==> config.mk <==
export PLATFORM = sky130hd
export DESIGN_NAME = pbq_top
export DESIGN_NICKNAME = d
export VERILOG_FILES = /design/src/hdl/pbq_pkg.sv /design/src/hdl/pbq_fifo_if.sv /design/src/hdl/pbq_fifo.sv /design/src/hdl/pbq_top.sv
export SDC_FILE = /design/constraint.sdc
export NUM_CORES = 2
export LEC_CHECK = 0
export ABC_AREA = 1
export BUFFER_PORTS_ARGS = -buffer_cell sky130_fd_sc_hd__buf_2
export CAP_MARGIN = 20
export CELL_PAD_IN_SITES_DETAIL_PLACEMENT = 0
export CELL_PAD_IN_SITES_GLOBAL_PLACEMENT = 2
export CORE_MARGIN = 4
export CORE_UTILIZATION = 37
export CTS_BUF_LIST = sky130_fd_sc_hd__clkbuf_4 sky130_fd_sc_hd__clkbuf_8
export DETAILED_ROUTE_END_ITERATION = 8
export MAX_ROUTING_LAYER = met4
export PLACE_DENSITY = 0.83
export SLEW_MARGIN = 20
export SYNTH_ARGS = -nofsm -noshare
export SYNTH_HDL_FRONTEND = slang
export SYNTH_SLANG_ARGS = --single-unit
==> constraint.sdc <==
create_clock -name clk -period 6.55 [get_ports clk]
set_input_delay 1.965 -clock clk [delete_from_list [all_inputs] [get_ports clk]]
set_output_delay 1.965 -clock clk [all_outputs]
set_load 0.01 [all_outputs]
==> src/hdl/pbq_pkg.sv <==
/*
 package for the packet buffer queue manager: register offsets,
 field positions, reset values, host command codes.
 assumes nothing beyond a SystemVerilog compiler.
*/
package pbq_pkg;
	localparam int PBQ_PAGES   = 24;
	localparam int PBQ_PNUM_W  = 5;
	localparam int PBQ_STAT_W  = 16;
	localparam int PBQ_ADDR_W  = 4;
	localparam int PBQ_DATA_W  = 16;
	// register offsets
	localparam logic [3:0] PBQ_OFS_CTRL    = 4'h0;
	localparam logic [3:0] PBQ_OFS_RESERVE = 4'h1;
	localparam logic [3:0] PBQ_OFS_FREE    = 4'h2;
	localparam logic [3:0] PBQ_OFS_SIZE    = 4'h3;
	localparam logic [3:0] PBQ_OFS_CMD     = 4'h4;
	localparam logic [3:0] PBQ_OFS_PNSEL   = 4'h5;
	localparam logic [3:0] PBQ_OFS_ALLOCR  = 4'h6;
	localparam logic [3:0] PBQ_OFS_FLAGS   = 4'h7;
	localparam logic [3:0] PBQ_OFS_MASK    = 4'h8;
	localparam logic [3:0] PBQ_OFS_DONEQ   = 4'h9;
	localparam logic [3:0] PBQ_OFS_RXQ     = 4'hA;
	// control bits
	localparam int PBQ_CTRL_TXEN  = 0;
	localparam int PBQ_CTRL_AUTO  = 1;
	// flag bits
	localparam int PBQ_FLG_RX     = 0;
	localparam int PBQ_FLG_TXDONE = 1;
	localparam int PBQ_FLG_TXEMP  = 2;
	localparam int PBQ_FLG_ALLOC  = 3;
	// host commands, code in bits 3:0, page count in 15:8
	localparam logic [3:0] PBQ_CMD_ALLOC   = 4'h1;
	localparam logic [3:0] PBQ_CMD_RELEASE = 4'h2;
	localparam logic [3:0] PBQ_CMD_ENQUEUE = 4'h3;
	localparam logic [3:0] PBQ_CMD_POP_RX  = 4'h4;
	localparam logic [3:0] PBQ_CMD_POP_TX  = 4'h5;
	localparam logic [15:0] PBQ_CTRL_RST    = 16'h0000;
	localparam logic [15:0] PBQ_RESERVE_RST = 16'h0000;
	localparam logic [3:0]  PBQ_MASK_RST    = 4'h0;
	localparam logic [15:0] PBQ_ALLOC_FAIL  = 16'h8000;
endpackage

==> src/hdl/pbq_fifo_if.sv <==
/*
 interface carrying one packet number queue's push, pop and status.
 assumes one clock shared by both ends.
*/
`timescale 1ns/100ps
interface pbq_fifo_if #(parameter int W = 21);
	logic         push;
	logic [W-1:0] push_data;
	logic         pop;
	logic [W-1:0] head;
	logic         not_empty;
	modport owner (output push, output push_data, output pop,
		input head, input not_empty);
	modport fifo (input push, input push_data, input pop,
		output head, output not_empty);
endinterface

==> src/hdl/pbq_fifo.sv <==
/*
 flip-flop queue of packet numbers with status, one per queue.
 depth set by pbq_top to cover every packet number; push has no full check, and host enqueue is not limited.
*/
`timescale 1ns/100ps
module pbq_fifo
	import pbq_pkg::*;
#(
	parameter int W     = 21,
	parameter int DEPTH = PBQ_PAGES
)(
	input  wire logic clk,
	input  wire logic rst_b,
	pbq_fifo_if.fifo  q
);
	localparam int AW = $clog2(DEPTH);
	logic [W-1:0]  mem_reg [DEPTH];
	logic [AW-1:0] rd_reg, rd_next, wr_reg, wr_next;
	logic [AW:0]   cnt_reg, cnt_next;
	logic          do_pop;

	always_comb
	begin
		do_pop  = q.pop && (cnt_reg != '0);
		rd_next = rd_reg;
		wr_next = wr_reg;
		cnt_next = cnt_reg;
		if (q.push)
			wr_next = (wr_reg == AW'(DEPTH - 1)) ? '0 : wr_reg + 1'b1;
		if (do_pop)
			rd_next = (rd_reg == AW'(DEPTH - 1)) ? '0 : rd_reg + 1'b1;
		if (q.push && !do_pop)
			cnt_next = cnt_reg + 1'b1;
		else if (!q.push && do_pop)
			cnt_next = cnt_reg - 1'b1;
	end

	always_ff @(posedge clk or negedge rst_b)
	begin
		if (!rst_b)
		begin
			rd_reg  <= '0;
			wr_reg  <= '0;
			cnt_reg <= '0;
		end
		else
		begin
			rd_reg  <= rd_next;
			wr_reg  <= wr_next;
			cnt_reg <= cnt_next;
		end
	end

	always_ff @(posedge clk)
	begin
		if (q.push)
			mem_reg[wr_reg] <= q.push_data;
	end

	assign q.head      = (cnt_reg != '0) ? mem_reg[rd_reg] : '0;
	assign q.not_empty = (cnt_reg != '0);
endmodule

==> src/hdl/pbq_top.sv <==
/*
 packet buffer queue manager: page allocation with transmit reserve,
 packet number issue, tx/rx/done queues and queue-driven flags.
 assumes a host register port and a network engine port on one clock.
*/
// Implementation choices: the plain strobed port and the register addresses.
//Function
//- writer side requests buffers, host or engine
//- receive allocation fails below transmit reserve
//- receive allocation resumes once free exceeds reserve
//- zero reserve: first come first served
//- reserve writable anytime, effective immediately
//- raised reserve lets ongoing receptions finish
//- free and total size readable only
//- outcome words kept with packet, no wait
//- receive flag while rx queue non-empty
//- done flag while completion queue non-empty
//- empty flag while tx queue empty
//- auto-free releases good packets silently
//- auto-free still reports fatal errors
//- otherwise completions queued in finish order
//- allocation flag clears on request
//- numbers unique until space released
//- overrun drops packet, frees its pages
//- tx failure sets done, clears enable
`timescale 1ns/100ps
module pbq_top
	import pbq_pkg::*;
#(
	parameter int PAGES = PBQ_PAGES
)(
	input  wire logic                  clk,
	input  wire logic                  rst_b,
	input  wire logic [PBQ_ADDR_W-1:0] reg_addr,
	input  wire logic [PBQ_DATA_W-1:0] reg_wdata,
	input  wire logic                  reg_wr,
	input  wire logic                  reg_rd,
	output logic      [PBQ_DATA_W-1:0] reg_rdata,
	input  wire logic                  rx_start,
	input  wire logic [7:0]            rx_pages,
	output logic                       rx_grant,
	output logic                       rx_refused,
	output logic      [PBQ_PNUM_W-1:0] rx_pnum,
	input  wire logic                  rx_overrun,
	input  wire logic                  rx_good,
	input  wire logic                  rx_bad,
	input  wire logic [PBQ_STAT_W-1:0] rx_status,
	output logic                       tx_req,
	output logic      [PBQ_PNUM_W-1:0] tx_pnum,
	input  wire logic                  tx_done,
	input  wire logic                  tx_ok,
	input  wire logic [PBQ_STAT_W-1:0] tx_status,
	output logic                       irq
);
	localparam int QW = PBQ_PNUM_W + PBQ_STAT_W;
	localparam int NP = 1 << PBQ_PNUM_W;

	logic [15:0]         ctrl_reg, ctrl_next;
	logic [15:0]         reserve_reg, reserve_next;
	logic [7:0]          free_reg, free_next;
	logic [PBQ_PNUM_W-1:0] pnsel_reg, pnsel_next;
	logic [15:0]         allocr_reg, allocr_next;
	logic                alloc_done_reg, alloc_done_next;
	logic [3:0]          mask_reg, mask_next;
	logic [NP-1:0]       used_reg, used_next;
	logic [7:0]          size_reg [NP];
	logic [7:0]          size_next [NP];
	logic [PBQ_STAT_W-1:0] stat_reg [NP];
	logic [PBQ_STAT_W-1:0] stat_next [NP];
	logic                rx_act_reg, rx_act_next;
	logic [PBQ_PNUM_W-1:0] rx_pn_reg, rx_pn_next;
	logic                tx_busy_reg, tx_busy_next;
	logic [PBQ_DATA_W-1:0] rdata_reg, rdata_next;
	logic [3:0]          flags;

	pbq_fifo_if #(.W(QW)) txq ();
	pbq_fifo_if #(.W(QW)) rxq ();
	pbq_fifo_if #(.W(QW)) dnq ();

	pbq_fifo #(.W(QW), .DEPTH(NP)) u_txq (.clk(clk), .rst_b(rst_b),
		.q(txq));
	pbq_fifo #(.W(QW), .DEPTH(NP)) u_rxq (.clk(clk), .rst_b(rst_b),
		.q(rxq));
	pbq_fifo #(.W(QW), .DEPTH(NP)) u_dnq (.clk(clk), .rst_b(rst_b),
		.q(dnq));

	// lowest unused packet number, or NP when none left
	function automatic logic [PBQ_PNUM_W:0] pick_free(
		input logic [NP-1:0] used);
		logic [PBQ_PNUM_W:0] r;
		r = (PBQ_PNUM_W + 1)'(NP);
		for (int i = NP - 1; i >= 0; i--)
			if (!used[i])
				r = (PBQ_PNUM_W + 1)'(i);
		return r;
	endfunction

	logic                host_cmd;
	logic [3:0]          cmd_code;
	logic [7:0]          cmd_pages;
	logic [PBQ_PNUM_W:0] pick;
	logic                host_alloc_ok;
	logic                rx_alloc_ok;

	always_comb
	begin
		host_cmd  = reg_wr && (reg_addr == PBQ_OFS_CMD);
		cmd_code  = reg_wdata[3:0];
		cmd_pages = reg_wdata[15:8];
		pick      = pick_free(used_reg);
		// host request arbitrated first in the cycle, engine refused when host allocates
		host_alloc_ok = host_cmd && (cmd_code == PBQ_CMD_ALLOC)
			&& !pick[PBQ_PNUM_W] && (cmd_pages <= free_reg)
			&& (cmd_pages != 8'h00);
		rx_alloc_ok = rx_start && !host_alloc_ok && !pick[PBQ_PNUM_W]
			&& (rx_pages != 8'h00) && (rx_pages <= free_reg)
			&& ({8'h00, free_reg} > reserve_reg);
	end

	always_comb
	begin
		ctrl_next       = ctrl_reg;
		reserve_next    = reserve_reg;
		free_next       = free_reg;
		pnsel_next      = pnsel_reg;
		allocr_next     = allocr_reg;
		alloc_done_next = alloc_done_reg;
		mask_next       = mask_reg;
		used_next       = used_reg;
		size_next       = size_reg;
		stat_next       = stat_reg;
		rx_act_next     = rx_act_reg;
		rx_pn_next      = rx_pn_reg;
		tx_busy_next    = tx_busy_reg;
		rx_grant        = 1'b0;
		rx_refused      = 1'b0;
		txq.push = 1'b0;
		txq.push_data = '0;
		txq.pop = 1'b0;
		rxq.push = 1'b0;
		rxq.push_data = '0;
		rxq.pop = 1'b0;
		dnq.push = 1'b0;
		dnq.push_data = '0;
		dnq.pop = 1'b0;
		if (reg_wr)
		begin
			case (reg_addr)
			PBQ_OFS_CTRL:    ctrl_next = reg_wdata;
			PBQ_OFS_RESERVE: reserve_next = reg_wdata;
			PBQ_OFS_PNSEL:   pnsel_next = reg_wdata[PBQ_PNUM_W-1:0];
			PBQ_OFS_MASK:    mask_next = reg_wdata[3:0];
			default: ;
			endcase
		end
		// page release: host command, drop or auto-free; host release checks the used bit, auto-free has no guard against a second release
		if (host_cmd)
		begin
			case (cmd_code)
			PBQ_CMD_ALLOC:
			begin
				alloc_done_next = 1'b0;
				allocr_next = PBQ_ALLOC_FAIL;
				if (host_alloc_ok)
				begin
					used_next[pick[PBQ_PNUM_W-1:0]] = 1'b1;
					size_next[pick[PBQ_PNUM_W-1:0]] = cmd_pages;
					free_next = free_next - cmd_pages;
					allocr_next = {11'h000, pick[PBQ_PNUM_W-1:0]};
					alloc_done_next = 1'b1;
				end
			end
			PBQ_CMD_RELEASE:
				if (used_reg[pnsel_reg])
				begin
					used_next[pnsel_reg] = 1'b0;
					free_next = free_next + size_reg[pnsel_reg];
				end
			PBQ_CMD_ENQUEUE:
			begin
				txq.push = 1'b1;
				txq.push_data = {pnsel_reg, stat_reg[pnsel_reg]};
			end
			PBQ_CMD_POP_RX:  rxq.pop = 1'b1;
			PBQ_CMD_POP_TX:  dnq.pop = 1'b1;
			default: ;
			endcase
		end
		if (rx_start && !rx_act_reg)
		begin
			if (rx_alloc_ok)
			begin
				rx_grant = 1'b1;
				rx_act_next = 1'b1;
				rx_pn_next = pick[PBQ_PNUM_W-1:0];
				used_next[pick[PBQ_PNUM_W-1:0]] = 1'b1;
				size_next[pick[PBQ_PNUM_W-1:0]] = rx_pages;
				free_next = free_next - rx_pages;
			end
			else
				rx_refused = 1'b1;
		end
		if (rx_act_reg)
		begin
			if (rx_overrun || rx_bad)
			begin
				rx_act_next = 1'b0;
				used_next[rx_pn_reg] = 1'b0;
				free_next = free_next + size_reg[rx_pn_reg];
			end
			else if (rx_good)
			begin
				rx_act_next = 1'b0;
				stat_next[rx_pn_reg] = rx_status;
				rxq.push = 1'b1;
				rxq.push_data = {rx_pn_reg, rx_status};
			end
		end
		if (ctrl_reg[PBQ_CTRL_TXEN] && txq.not_empty && !tx_busy_reg)
		begin
			tx_busy_next = 1'b1;
		end
		if (tx_busy_reg && tx_done)
		begin
			tx_busy_next = 1'b0;
			txq.pop = 1'b1;
			stat_next[tx_pnum] = tx_status;
			if (tx_ok && ctrl_reg[PBQ_CTRL_AUTO])
			begin
				used_next[tx_pnum] = 1'b0;
				free_next = free_next + size_reg[tx_pnum];
			end
			else
			begin
				dnq.push = 1'b1;
				dnq.push_data = {tx_pnum, tx_status};
			end
			if (!tx_ok)
				ctrl_next[PBQ_CTRL_TXEN] = 1'b0;
		end
	end

	always_comb
	begin
		flags[PBQ_FLG_RX]     = rxq.not_empty;
		flags[PBQ_FLG_TXDONE] = dnq.not_empty;
		flags[PBQ_FLG_TXEMP]  = !txq.not_empty;
		flags[PBQ_FLG_ALLOC]  = alloc_done_reg;
		rdata_next = '0;
		if (reg_rd)
		begin
			case (reg_addr)
			PBQ_OFS_CTRL:    rdata_next = ctrl_reg;
			PBQ_OFS_RESERVE: rdata_next = reserve_reg;
			PBQ_OFS_FREE:    rdata_next = {8'h00, free_reg};
			PBQ_OFS_SIZE:    rdata_next = 16'(PAGES);
			PBQ_OFS_PNSEL:   rdata_next = {11'h000, pnsel_reg};
			PBQ_OFS_ALLOCR:  rdata_next = allocr_reg;
			PBQ_OFS_FLAGS:   rdata_next = {12'h000, flags};
			PBQ_OFS_MASK:    rdata_next = {12'h000, mask_reg};
			PBQ_OFS_DONEQ:   rdata_next = {dnq.not_empty, 10'h000,
				dnq.head[QW-1:PBQ_STAT_W]};
			PBQ_OFS_RXQ:     rdata_next = {rxq.not_empty, 10'h000,
				rxq.head[QW-1:PBQ_STAT_W]};
			default:         rdata_next = '0;
			endcase
		end
	end

	always_ff @(posedge clk or negedge rst_b)
	begin
		if (!rst_b)
		begin
			ctrl_reg       <= PBQ_CTRL_RST;
			reserve_reg    <= PBQ_RESERVE_RST;
			free_reg       <= 8'(PAGES);
			pnsel_reg      <= '0;
			allocr_reg     <= PBQ_ALLOC_FAIL;
			alloc_done_reg <= 1'b0;
			mask_reg       <= PBQ_MASK_RST;
			used_reg       <= '0;
			rx_act_reg     <= 1'b0;
			rx_pn_reg      <= '0;
			tx_busy_reg    <= 1'b0;
			rdata_reg      <= '0;
			irq            <= 1'b0;
			for (int i = 0; i < NP; i++)
			begin
				size_reg[i] <= '0;
				stat_reg[i] <= '0;
			end
		end
		else
		begin
			ctrl_reg       <= ctrl_next;
			reserve_reg    <= reserve_next;
			free_reg       <= free_next;
			pnsel_reg      <= pnsel_next;
			allocr_reg     <= allocr_next;
			alloc_done_reg <= alloc_done_next;
			mask_reg       <= mask_next;
			used_reg       <= used_next;
			rx_act_reg     <= rx_act_next;
			rx_pn_reg      <= rx_pn_next;
			tx_busy_reg    <= tx_busy_next;
			rdata_reg      <= rdata_next;
			irq            <= |(flags & mask_reg);
			size_reg       <= size_next;
			stat_reg       <= stat_next;
		end
	end

	assign reg_rdata = rdata_reg;
	assign tx_req    = tx_busy_reg;
	assign tx_pnum   = txq.head[QW-1:PBQ_STAT_W];
	assign rx_pnum   = rx_pn_reg;
endmodule

==> metrics.cfg <==
[yosys]
synthMuxAreaShare_pct=0.451
synthesis.area_mm2=0.0488
synthDominantCellAreaShare_pct=29.5
yosysTopAreaCell=edfxtp_1
syn_area_per_cell_um2=8.50
yosysSeqAreaShare_pct=50.8
synth_cells=5748
yosysWarningCount=0
syn_nets=5914
synth.cells.most_frequent=nand2_1, o21ai_0, nor2_1
synth-seq-cells=896
synth_top_family_by_area=simple AND/OR/NAND/NOR gates
ys.flop_type=edfxtp_1
yosys-top-cells-area=edfxtp_1, dfrtp_1, nand2_1
synth_xor_area_share_pct=0.538
yosysUniqueCellTypes=64
synth_edf_count=480
async_reset_ff_share_pct=46.4
yosysMostFrequentCell=nand2_1
synth-compound-area-share_pct=19.1
yosys.area_share.simple_pct=19.3
synth-adder-area-share_pct=2.58

[routing]
vias_per_cell=5.87
num_vias=46800
drc=0
wl_um=219000
post_drt_wl_per_cell_um=27.4
drtAntennaViolNets=0
dr.first_iter.drc_count=6222
drtPass1Iterations=9

[floorplan]
start_util_pct=37.2
core_mm2=0.131
num_io_pins=100
fp.dieW_um=371
die-area_mm2=0.138
fp.dieH_um=371
num_rows=133

[sta]
fin_worst_skew_ns=0.0527
slew_headroom_pct=20.9
post-route-period-util_pct=97.3
worst_pin_slew_ns=1.18
max_freq_mhz=157
finalSetupViolCount=0
hold_viol_final=0
layout_min_cycle_time_ns=6.37
drv_slew=0

[critical_path]
end_kind=output port
worstPathArrival_ns=4.41
path_cells=buf_2 -> buf_12 -> inv_8 -> fa_2 -> nand2_1 -> nand2_2 -> a21oi_2 -> o21ai_2 -> a211oi_2 -> o21bai_1 -> nand3_2 -> inv_2 -> buf_4 -> nor2_4 -> nand2_4 -> buf_4 -> inv_1 -> buf_12 -> buf_6
max_stage_delay_ns=0.38
criticalPathCategory=in2out
required_ns=4.59
start_kind=input pin
path_max_fanout=8
critPathSlowestCell=fa_2
r2r_cells=36
timing.reg2reg.setup_slack_ns=0.33
reg2reg_from=pnsel_reg[1]
worstReg2RegEnd=free_reg[6]

[hold_path]
whs_path_depth=2
min_from=reserve_reg[15]
worstHoldPathType=reg2reg
hold_end=reserve_reg[15]

[layout]
nNetsFinal=6230
largest_reg_flops=256
stdcell_count=7963
n_fill_cell=12900
drive_gt1_share_pct=14.9
final_core_util_pct=43.7
syn2layout_area_growth_pct=17.4

[clock_tree]
ctsHtreeMaxLevel=4
cts_tree=built
root_buffer=clkbuf_8
cts_sinks=896
cts_buffer_depth=3
clkLatencyLatePin_ns=0.90
clkTransAtPathRegs_ns=0.06
cts_inserted_buffers=163

[global_routing]
grt_max_degree=129
grt_pass1_vias=44100
grt_pass1_wl_um=313000
gr-total-overflow=0
grtUsageTotal_pct=32.0
antenna_found_initial=15

[run_status]
outcome=finished clean

[place]
gp_congestion=1.04
placed_cells=7643
dp_hpwl_um=153000
io_buffers=67

[power_and_ir_drop]
max-vdd-ir-drop_uv=428
p_leak_nw=24.3
p_per_area_mw_per_mm2=440
p_total_mw=25.2

[flow_run]
maxCapViolations=0

-- metrics by stage --
stage	instance area, um^2	TNS, ns	worst slack, ns	hold slack (ns)
6_report	57400	0	0.177	0.483
5_1_grt	57400	-0.0890	-0.0569	0.498
4_1_cts	57000	0	0.00445	0.489
3_5_place_dp	53500	-4.76	-1.08	0.473
3_3_place_gp	53500	-4.18	-0.994	0.466
2_1_floorplan	49000	-1.04	-0.341	0.449
-- worst max-delay path by stage --
stage | endpoint | from | cells after the start | slack [ns]
finish | rx_grant | reg_wdata[9] | 19 | 0.18
detailed placement | free_reg[7] | reg_wdata[11] | 36 | -1.08
floorplan | free_reg[6] | reg_wdata[9] | 40 | -0.34
global placement | free_reg[6] | reg_wdata[11] | 39 | -0.99
global route | free_reg[6] | reg_wdata[13] | 35 | -0.06
CTS | rx_grant | reg_wdata[8] | 19 | 0.004
-- routing by layer --
metal  wire (um)  track usage [%]  up-vias
met5           0                -        -
met1       90300             41.8    22700
li1            -                -    20800
met3       24300             9.23      651
met2       91500             45.3     2688
met4       12600             16.0        0
-- repair_timing --
| action | CTS | global route |
|---|---|---|
| endpoints found under the setup margin | 4 | 5 |
| hold buffers | 0 | 0 |
| gates resized for setup | 8 | 70 |
| pin swaps | 2 | 26 |
| setup buffers | 2 | 9 |
| hold endpoints to repair | 0 | 0 |
-- report_power, final --
group	internal, mW	total (mW)	switching (mW)	leakage [nW]
sequential	6.36	6.75	0.390	9.96
clock	3.11	5.74	2.63	1.84
combinational	4.33	12.7	8.40	12.5
-- cell families after synthesis --
| group | count (synthesis) |
|---|---|
| AND/OR/NAND/NOR | 2237 |
| adder cells (fa/ha/maj) | 96 |
| XOR/XNOR | 30 |
| multiplexers | 22 |
| buffers and inverters | 895 |
| flip-flops | 896 |
| AO/OA/AOI/OAI | 1572 |
-- worst max-delay path, delay by kind of cell --
| kind | cells | cell delay (ns) |
|---|---|---|
| AOI/OAI and AO/OA | 4 | 0.55 |
| adders and majority gates | 1 | 0.38 |
| buffers and inverters | 9 | 1.01 |
| and+or+nand+nor | 5 | 0.49 |
-- final cells by class --
| type | instances | area, um^2 | share of cell area [%] |
|---|---|---|---|
| well taps | 1755 | 2200 | 3.83 |
| clock inverters | 58 | 495 | 0.864 |
| repair buffers | 474 | 3790 | 6.61 |
| clock buffers | 240 | 2970 | 5.18 |
| inverters | 572 | 2160 | 3.77 |
| multi-input cells | 3957 | 20900 | 36.4 |
| flip-flops and latches | 896 | 24800 | 43.3 |
| diodes | 11 | 27.5 | 0.0480 |
-- placed cells by master, fill, tap and decap left out, types with 132 or more instances in the layout --
cell	synthesis	final
a21oi_1	145	136
buf_4	1	375
nand3_1	219	217
nor2_1	717	697
o21ai_0	743	713
inv_1	544	534
o22ai_1	319	319
nand2_1	1049	1041
dfrtp_1	413	409
o221ai_1	132	132
clkbuf_8	0	187
edfxtp_1	480	480
Note: power is estimated with default switching activity, not from simulation.
